===== src/rtl/asc_regs.svh =====
`ifndef ASC_REGS_SVH
`define ASC_REGS_SVH
// ----------------------------------------------------------------
// Widths and timing
// ----------------------------------------------------------------
`define ASC_ADDR_W      12
`define ASC_DATA_W      4
`define ASC_CLK_NS      50
// Times in ns as printed
`define ASC_T_ACCESS_NS 25
`define ASC_T_ADDR_WEND_NS 20
`define ASC_T_DSETUP_NS 10
`define ASC_T_PD_NS     25
// Least times round up to whole cycles, never below one
`define ASC_CYC(ns)     ((((ns) + `ASC_CLK_NS - 1) / `ASC_CLK_NS) < 1 ? 1 : (((ns) + `ASC_CLK_NS - 1) / `ASC_CLK_NS))
`define ASC_ACC_CYC     `ASC_CYC(`ASC_T_ACCESS_NS)
`define ASC_WR_CYC      `ASC_CYC(`ASC_T_ADDR_WEND_NS)
// Pin filter latency: three stages plus the agreement flop
`define ASC_FILT_CYC    4
`define ASC_CNT_W       3
`define ASC_CNT_ZERO    3'h0
`define ASC_CNT_ONE     3'h1
`define ASC_SYNC_ZERO   3'h0
`endif


===== src/rtl/asc_pkg.sv =====
package asc_pkg;
  typedef enum logic [1:0] {
    ASC_IDLE  = 2'h0,
    ASC_SETUP = 2'h1,
    ASC_PULSE = 2'h3,
    ASC_DONE  = 2'h2
  } asc_state_t;
endpackage : asc_pkg


===== src/rtl/asc_host.sv =====
`include "asc_regs.svh"
module asc_host
  import asc_pkg::*;
(
  // Clock and reset
  input  wire logic                   ref_clk,
  input  wire logic                   rst,
  // User request
  input  wire logic                   req_valid,
  input  wire logic                   req_write,
  input  wire logic [`ASC_ADDR_W-1:0] req_addr,
  input  wire logic [`ASC_DATA_W-1:0] req_wdata,
  output logic                        req_ready,
  // User answer
  output logic                        rsp_valid,
  output logic      [`ASC_DATA_W-1:0] rsp_rdata,
  // Memory pins
  output logic      [`ASC_ADDR_W-1:0] address_lines,
  output logic                        chip_select_low,
  output logic                        write_strobe_low,
  input  wire logic [`ASC_DATA_W-1:0] data_lines_in,
  output logic      [`ASC_DATA_W-1:0] data_lines_out,
  output logic                        data_lines_oe
);
  // ----------------------------------------------------------------
  // Pin input filter
  // ----------------------------------------------------------------
  logic [`ASC_DATA_W-1:0] rd_q;
  asc_sync u_sync (
    .ref_clk (ref_clk),
    .rst     (rst),
    .pin_in  (data_lines_in),
    .pin_q   (rd_q)
  );

  // ----------------------------------------------------------------
  // Cycle sequencer
  // ----------------------------------------------------------------
  asc_state_t             st_r, st_nxt;
  logic [`ASC_CNT_W-1:0]  cnt_r, cnt_nxt;
  logic                   wr_r, wr_nxt;
  logic [`ASC_ADDR_W-1:0] addr_r, addr_nxt;
  logic [`ASC_DATA_W-1:0] wdat_r, wdat_nxt, rdat_r, rdat_nxt;
  logic                   cs_r, cs_nxt, we_r, we_nxt, oe_r, oe_nxt;
  logic                   rdy_r, rdy_nxt, rv_r, rv_nxt;
  logic                   take;

  // Read wait covers access time plus the whole filter: three stages and
  // the agreement flop; one cycle less would hand over a stale word
  localparam logic [`ASC_CNT_W-1:0] RD_WAIT = `ASC_CNT_W'(`ASC_ACC_CYC + `ASC_FILT_CYC);
  localparam logic [`ASC_CNT_W-1:0] WR_WAIT = `ASC_CNT_W'(`ASC_WR_CYC);

  // Last cycle of the strobe pulse, decoded alike by all three groups
  function automatic logic pulse_ends(input asc_state_t st, input logic [`ASC_CNT_W-1:0] cnt);
    return (st == ASC_PULSE) && (cnt == `ASC_CNT_ONE);
  endfunction : pulse_ends

  // A request is only taken while idle and ready
  assign take = (st_r == ASC_IDLE) && rdy_r && req_valid;

  // ----------------------------------------------------------------
  // Sequence state, address and write data
  // ----------------------------------------------------------------
  always_comb begin
    st_nxt   = st_r;
    cnt_nxt  = cnt_r;
    wr_nxt   = wr_r;
    addr_nxt = addr_r;
    wdat_nxt = wdat_r;
    case (st_r)
      ASC_IDLE: begin
        if (take) begin
          // Address and data set while both strobes still high
          addr_nxt = req_addr;
          wdat_nxt = req_wdata;
          wr_nxt   = req_write;
          st_nxt   = ASC_SETUP;
        end
      end
      ASC_SETUP: begin
        cnt_nxt = wr_r ? WR_WAIT : RD_WAIT;
        st_nxt  = ASC_PULSE;
      end
      ASC_PULSE: begin
        // Address and data frozen for the whole pulse
        cnt_nxt = cnt_r - `ASC_CNT_ONE;
        if (pulse_ends(st_r, cnt_r)) begin
          st_nxt = ASC_DONE;
        end
      end
      ASC_DONE: begin
        st_nxt = ASC_IDLE;
      end
      default: begin
        st_nxt = ASC_IDLE;
      end
    endcase
  end

  always_ff @(posedge ref_clk or posedge rst) begin
    if (rst) begin
      st_r   <= ASC_IDLE;
      cnt_r  <= `ASC_CNT_ZERO;
      wr_r   <= 1'b0;
      addr_r <= '0;
      wdat_r <= '0;
    end else begin
      st_r   <= st_nxt;
      cnt_r  <= cnt_nxt;
      wr_r   <= wr_nxt;
      addr_r <= addr_nxt;
      wdat_r <= wdat_nxt;
    end
  end

  // ----------------------------------------------------------------
  // Select, strobe and data drive
  // ----------------------------------------------------------------
  always_comb begin
    cs_nxt = cs_r;
    we_nxt = we_r;
    oe_nxt = oe_r;
    case (st_r)
      ASC_IDLE: begin
        if (take) begin
          // Host drives the data lines for writes only
          oe_nxt = req_write;
        end
      end
      ASC_SETUP: begin
        // Select falls one cycle after address: valid before edge
        cs_nxt = 1'b0;
        we_nxt = !wr_r;
      end
      ASC_PULSE: begin
        // Select stays low until the wait runs out, reads included
        if (pulse_ends(st_r, cnt_r)) begin
          we_nxt = 1'b1;
          cs_nxt = 1'b1;
        end
      end
      ASC_DONE: begin
        // Drive released one cycle after strobes rise
        oe_nxt = 1'b0;
      end
      default: begin
        cs_nxt = 1'b1;
        we_nxt = 1'b1;
        oe_nxt = 1'b0;
      end
    endcase
  end

  always_ff @(posedge ref_clk or posedge rst) begin
    if (rst) begin
      cs_r <= 1'b1;
      we_r <= 1'b1;
      oe_r <= 1'b0;
    end else begin
      cs_r <= cs_nxt;
      we_r <= we_nxt;
      oe_r <= oe_nxt;
    end
  end

  // ----------------------------------------------------------------
  // User handshake and read data
  // ----------------------------------------------------------------
  always_comb begin
    rdy_nxt  = rdy_r;
    rv_nxt   = 1'b0;
    rdat_nxt = rdat_r;
    case (st_r)
      ASC_IDLE: begin
        if (take) begin
          rdy_nxt = 1'b0;
        end
      end
      ASC_SETUP: begin
        rdy_nxt = 1'b0;
      end
      ASC_PULSE: begin
        // Filtered word is settled by the last wait cycle
        if (pulse_ends(st_r, cnt_r) && !wr_r) begin
          rdat_nxt = rd_q;
          rv_nxt   = 1'b1;
        end
      end
      ASC_DONE: begin
        rdy_nxt = 1'b1;
      end
      default: begin
        rdy_nxt = 1'b1;
      end
    endcase
  end

  always_ff @(posedge ref_clk or posedge rst) begin
    if (rst) begin
      rdy_r  <= 1'b1;
      rv_r   <= 1'b0;
      rdat_r <= '0;
    end else begin
      rdy_r  <= rdy_nxt;
      rv_r   <= rv_nxt;
      rdat_r <= rdat_nxt;
    end
  end

  assign req_ready        = rdy_r;
  assign rsp_valid        = rv_r;
  assign rsp_rdata        = rdat_r;
  assign address_lines    = addr_r;
  assign chip_select_low  = cs_r;
  assign write_strobe_low = we_r;
  assign data_lines_out   = wdat_r;
  assign data_lines_oe    = oe_r;
endmodule : asc_host


===== src/rtl/asc_sync.sv =====
`include "asc_regs.svh"
module asc_sync (
  // Clock and reset
  input  wire logic                   ref_clk,
  input  wire logic                   rst,
  // Pin in, filtered out
  input  wire logic [`ASC_DATA_W-1:0] pin_in,
  output logic      [`ASC_DATA_W-1:0] pin_q
);
  // ----------------------------------------------------------------
  // Three stages; second and third must agree
  // ----------------------------------------------------------------
  logic [`ASC_DATA_W-1:0] s1_r, s2_r, s3_r, q_r;
  logic [`ASC_DATA_W-1:0] q_nxt;
  always_comb begin
    q_nxt = q_r;
    for (int i = 0; i < `ASC_DATA_W; i++) begin
      if (s2_r[i] == s3_r[i]) begin
        q_nxt[i] = s3_r[i];
      end
    end
  end
  always_ff @(posedge ref_clk or posedge rst) begin
    if (rst) begin
      s1_r <= '0;
      s2_r <= '0;
      s3_r <= '0;
      q_r  <= '0;
    end else begin
      s1_r <= pin_in;
      s2_r <= s1_r;
      s3_r <= s2_r;
      q_r  <= q_nxt;
    end
  end
  assign pin_q = q_r;
endmodule : asc_sync


===== config.mk =====
export PLATFORM = sky130hd
export DESIGN_NAME = asc_host
export DESIGN_NICKNAME = d
export VERILOG_FILES = /design/src/rtl/asc_pkg.sv /design/src/rtl/asc_host.sv /design/src/rtl/asc_sync.sv
export VERILOG_INCLUDE_DIRS = /design/src /design/src/rtl
export SDC_FILE = /design/constraint.sdc
export NUM_CORES = 1
export LEC_CHECK = 0
export BUFFER_PORTS_ARGS = -buffer_cell sky130_fd_sc_hd__buf_2
export CAP_MARGIN = 20
export CORE_ASPECT_RATIO = 1.2
export CORE_MARGIN = 1.5
export CORE_UTILIZATION = 44
export DETAILED_ROUTE_END_ITERATION = 8
export MAX_ROUTING_LAYER = met4
export PLACE_DENSITY = 0.75
export SLEW_MARGIN = 40
export SYNTH_ARGS = -nofsm -noshare
export SYNTH_HDL_FRONTEND = slang
export SYNTH_SLANG_ARGS = --single-unit

===== constraint.sdc =====
create_clock -name ref_clk -period 3.4 [get_ports ref_clk]
set_clock_uncertainty 0.1 [all_clocks]
set_input_delay 0.51 -clock ref_clk [delete_from_list [all_inputs] [get_ports ref_clk]]
set_output_delay 0.51 -clock ref_clk [all_outputs]
set_load 0.03 [all_outputs]

# [Word level (Yosys, flattened, before mapping)]
# Index checks and enable logic that the tools add are counted.
[op_classes] add_sub_neg=1 n_mul=0 div=0 magnitude_cmp=0 n_eq_ne=10 shifts=0 mux=14 n_bitwise=0 n_reduce_logical=15
[ops] operator="$reduce_and A2 Y1" n=6
[ops] operator="$pmux W2 S4" n=1
[ops] operator="$pmux W1 S2" n=3
[ops] operator="$pmux W3 S2" n=1
[ops] operator="$mux W1" n=5
[ops] operator="$eq A1 B1 Y1" n=4
[ops] operator="$eq A2 B2 Y1 const B" n=2
[ops] operator="$logic_and A1 B1 Y1" n=4
[ops] operator="$mux W2" n=2
[ops] operator="$reduce_bool A2 Y1" n=2
[ops] operator="$eq A3 B1 Y1 const B" n=1
[ops] operator="$mux W3" n=1
[ops] operator="$pmux W1 S3" n=1
[ops] operator="$reduce_bool A3 Y1" n=1
[ops] operator="$sub A3 B1 Y3 const B" n=1
[ops] operator="$eq A2 B1 Y1 const B" n=1
[ops] operator="$logic_not A2 Y1" n=1
[ops] operator="$ne A2 B1 Y1 const B" n=1
[ops] operator="$ne A2 B2 Y1 const B" n=1
[ops] operator="$logic_not A1 Y1" n=1
[word_totals] reg_bits=47 latchBits=0 mem_bits_rw=0 romBits=0 input_bits=24 word_cells=58 memories=0

# [Longest topological paths before layout]
[depth] depth_word=5 ltp_mapped=5 depth_no_buf=5

# [By module]
# A second synthesis with hierarchy kept.
[unflattened] cells_unflattened=114 hier_area_um2=1755.4
[by_module_without_submodules] module="asc_host" instances=1 cells_per_inst=93 area_per_inst_um2=1306.3 seq_area_each_um2=779.5
[by_module_without_submodules] module="asc_sync" instances=1 cells_per_inst=21 area_per_inst_um2=449.2 seq_area_each_um2=400.4

# [Worst setup path before layout]
# No wires, ideal clock.
[synth_path] path_kind="register -> register" startpoint="reg rdy_r, in the netlist req_ready" endpoint="reg addr_r[11], in the netlist address_lines[11]" setup_time_ps=125 arrival_ps=1408 setup_slack_ps=1767 path_stages_with_launch=5 synth_period_minus_slack_ps=1633 cell_sequence="dfstp_2 -> and4bb_1 -> buf_6 -> buf_12 -> mux2_4"
[synth_between] elab_chain_len=3
[synth_lines] element="start, declared" line_no="asc_host.sv:45" text="logic rdy_r, rdy_nxt, rv_r, rv_nxt;"
[synth_lines] element="start signal, assigned" line_no="asc_host.sv:204" text="rdy_r <= rdy_nxt;"
[synth_lines] element="$logic_and A1 B1 Y1 (2 in series)" line_no="asc_host.sv:59" text="assign take = (st_r == ASC_IDLE) && rdy_r && req_valid;"
[synth_lines] element="$reduce_and A2 Y1 (no line)"
[synth_lines] element="end signal, assigned" line_no="asc_host.sv:111" text="addr_r <= addr_nxt;"
[synth_lines] element="end, declared" line_no="asc_host.sv:42" text="logic [`ASC_ADDR_W-1:0] addr_r, addr_nxt;"
# Every way passes these cells.
# A chain may end at the register's enable or synchronous reset.

# [Worst setup path in the final report]
[layout_path] startpoint="reg st_r[0]" endpoint="reg addr_r[9], in the netlist address_lines[9]"
[layout_between] elab_chain_len=4
[layout_lines] element="start, declared" line_no="asc_host.sv:39" text="asc_state_t st_r, st_nxt;"
[layout_lines] element="start signal, assigned" line_no="asc_host.sv:108" text="st_r <= st_nxt;"
[layout_lines] element="$logic_not A2 Y1 (*)" line_no="asc_host.sv:59, asc_host.sv:70"
[layout_lines] element="$logic_and A1 B1 Y1 (2 in series)" line_no="asc_host.sv:59"
[layout_lines] element="$reduce_and A2 Y1 (no line) (*)"
# Mark *: on every way between the ends. The rest lies on a longest branch, timed or not.

==> results.md <==
* CP Capture Type: flip-flop
* Clock Tree Buf Depth at 2
* Initial antenna violation count at 0
* TritonRoute pass-1 iters at 6
* Crit start category: flip-flop
* CP Depth at 2
* Outcome: completed
* Clk sinks at 47
* Initial Util at 0.4682
* Top cell type's share of synthesized area at 0.6368
* Place WS at 1.536 ns
* Gr usage total at 0.1540
* Syn nets at 134
* DR vias/cell at 4.712
* Final WS setup at 1.557 ns
* RSZ-0062 raised after global routing: false
* Leakage at 1.030 nW
* Post-Syn Instances at 108
* Fin Setup TNS at 0 ns
* Synth Area per Inst at 16.01 sq um
* Final number of max-transition violations at 0
* GRT overflow at 0
* Htree depth at 2
* Netlist cell types at 24
* Seq pwr share at 0.423
* Vias in the first global route at 1,112
* Sw power at 788.3 uW
* Die Wd at 60.23 microns
* Seq cells post-synth at 47
* Final Hold Vio Count at 0
* Crit path DAT at 1.93 ns
* Min-delay worst type: in2async
* Clock root buffer: clkbuf_8
* Reg-to-Reg Start: st_r[0]$_DFFE_PP0P_
* Synth-to-layout area growth at 22.07%
* Max-cap viol count at 0
* Hold_buf cts at 0
* Routability cong. at 0.8445
* Worst-path cell chain: and4bb_2 -> mux2_2
* First-pass GRT wire length at 4.802 mm
* Sw Share at 0.3776
* Gates resized, CTS repair at 0
* F_max at 542.7 MHz
* Fin crit share at 0.5419
* Post-CTS Setup Inserts at 0
* Clk pwr share at 0.190
* Routed len/inst at 13.31 microns
* Largest net degree at the start of global routing at 48
* CTS tree: built
* Port Buffer Count at 48
* Final instance area at 0.002111 sq mm
* Crit path max fanout at 18
* Critical path class: reg2reg
* Die Area at 0.004316 sq mm
* Post-synthesis sequential area ratio at 0.6823
* Int Pwr at 1.299 mW
* Slew at the pin closest to its max-slew limit at 0.5572 ns
* PwrDens at 988.9 mW/mm^2
* Top cells by area, synth: dfrtp_1 (64%), mux2_4 (7.8%), mux2_2 (7.8%)
* Clk slew on worst S/H paths at 0.08 ns
* IO Count at 49
* Filler cells at 303
* Yosys warns at 0
* Buf/Inv on CP at 0
* Hpwl dp at 2.030 mm
* Reg2reg path depth at 2
* Routed via count at 999
* Core area at 0.003694 sq mm
* Final setup viols at 0
* CP delay by family, top: simple AND/OR/NAND/NOR gates
* # DRC at 0
* Critical Path Start: st_r[0]$_DFFE_PP0P_
* ANT nets after route at 0
* CP peak stage delay at 0.73 ns
* Min Clock Period, post-route at 1.843 ns
* Yosys top cell by area: dfrtp_1
* CTS Buf Count at 5
* CP max stage cell: and4bb_2
* Final nets at 185
* Row count at 24
* DRT iter0 DRCs at 33
* Worst-skew pair later-pin latency at 0.30 ns
* Mapped Area at 0.001729 sq mm
* Logic gate share of total power at 0.387
* Share of layout cells above drive strength 1 at 0.5250
* CP required at 3.48 ns
* Die height at 71.67 microns
* Total wire length at 2.822 mm
* Relative slew slack at 0.6285
* Dpl cell area at 0.001998 sq mm
* VDD IR max at 0.4256 mV
* Diode count at 0
[synthesized netlist by cell type]
| master | instances |
|---|---|
| a22o_1 | 1 |
| mux2_4 | 9 |
| nand2_1 | 2 |
| maj3_1 | 4 |
| buf_6 | 1 |
| o21ai_0 | 4 |
| o22ai_1 | 1 |
| a31oi_1 | 1 |
| mux2i_1 | 1 |
| and2b_2 | 1 |
| ha_1 | 2 |
| mux2_2 | 12 |
| nor3_4 | 1 |
| and4bb_1 | 1 |
| inv_1 | 6 |
| a21oi_1 | 5 |
| buf_12 | 1 |
| nor2_1 | 3 |
| clkbuf_1 | 2 |
| nand3_1 | 1 |
| dfstp_2 | 3 |
| nand2b_1 | 1 |
| dfrtp_1 | 44 |
| a2bb2oi_1 | 1 |
[power groups by stage]
stage / registers [mW] / logic [mW] / clock network (mW)
global placement: 0.882 / 0.797 / 0
global route: 0.911 / 0.867 / 0.435
CTS: 0.886 / 0.820 / 0.413
finish: 0.882 / 0.808 / 0.397
floorplan: 1.15 / 0.356 / 0
detailed placement: 0.893 / 0.818 / 0
[per-stage QoR]
step	util	instances	power, mW	hold slack [ns]
finish	0.5715	212	2.087	0.1598
global route	0.5715	212	2.213	0.1972
CTS	0.5715	212	2.120	0.1781
detailed placement	0.5410	204	1.711	0.2364
global placement	0.5403	204	1.679	0.2326
floorplan	-	108	1.503	0.2312
[cells by family after synthesis]
family	count (synthesis)	synth area share
flip-flops	47	0.6823
multiplexers	22	0.1621
AO/OA/AOI/OAI	13	0.04342
buffers and inverters	10	0.03546
AND/OR/NAND/NOR	10	0.03908
adder cells (fa/ha/maj)	6	0.03763
[placed cells by master (no fill, tap or decap)]
master     Yosys  routed
a21oi_1        5       5
a22o_1         1       1
a2bb2oi_1      1       1
a31oi_1        1       1
and2b_2        1       1
and4bb_2       0       1
buf_2          0      48
bufinv_16      0       1
clkbuf_8       0       5
clkinv_2       0       1
clkinv_4       0       1
dfrtp_1       44      44
dfstp_2        3       3
ha_1           2       2
inv_1          6       5
inv_4          0       1
maj3_1         4       4
mux2_2        12      12
mux2_4         9       9
mux2i_1        1       1
nand2_1        2       2
nand2b_1       1       1
nand3_1        1       1
nor2_1         3       3
nor3_4         1       1
o21ai_0        4       4
o22ai_1        1       1
[worst reg2reg max path, cell delays in order, from the launching register on]
cell	delay, ns
dfrtp_1	0.50
and4bb_2	0.73
mux2_2	0.41
[state kept, by name, summed over array words and instances, names as in the netlist]
signal	flops
address_lines	12
data_lines_out	4
rsp_rdata	4
u_sync.pin_q	4
u_sync.s1_r	4
u_sync.s2_r	4
u_sync.s3_r	4
cnt_r	3
st_r	2
chip_select_low	1
data_lines_oe	1
req_ready	1
rsp_valid	1
wr_r	1
write_strobe_low	1
[path summary, 6_finish.rpt]
check	end	slack [ns]
max	address_lines[9]$_DFFE_PP0P_	1.56
max reg2reg	address_lines[9]$_DFFE_PP0P_	1.56
min reg2reg	u_sync.s2_r[0]$_DFF_PP0_	0.25
min in group ref_clk	u_sync.s1_r[2]$_DFF_PP0_	0.21
min	u_sync.s2_r[3]$_DFF_PP0_	0.16
max in group asynchronous	write_strobe_low$_DFFE_PP1P_	2.65
[per-layer routing]
layer  part of all wire  vias up  GRT usage  routed length, microns
li1                   -      470          -                       -
met1               0.41      498     0.1873                    1161
met5                  0        -          -                       0
met2               0.52       25     0.2307                    1474
met4              0.023        0    0.07407                      64
met3              0.043        6    0.04874                     121
[layout make-up]
class | count | area (sq um) | share of cell area
Clock inverter | 3 | 43.79 | 0.02075
Tap cell | 52 | 65.06 | 0.03082
Sequential cell | 47 | 1180 | 0.5590
Clock buffer | 5 | 68.82 | 0.03260
Timing Repair Buffer | 48 | 240.2 | 0.1138
Inverter | 6 | 25.02 | 0.01186
Multi-Input combinational cell | 51 | 488.0 | 0.2312
Power figures use the tool's default switching activity.
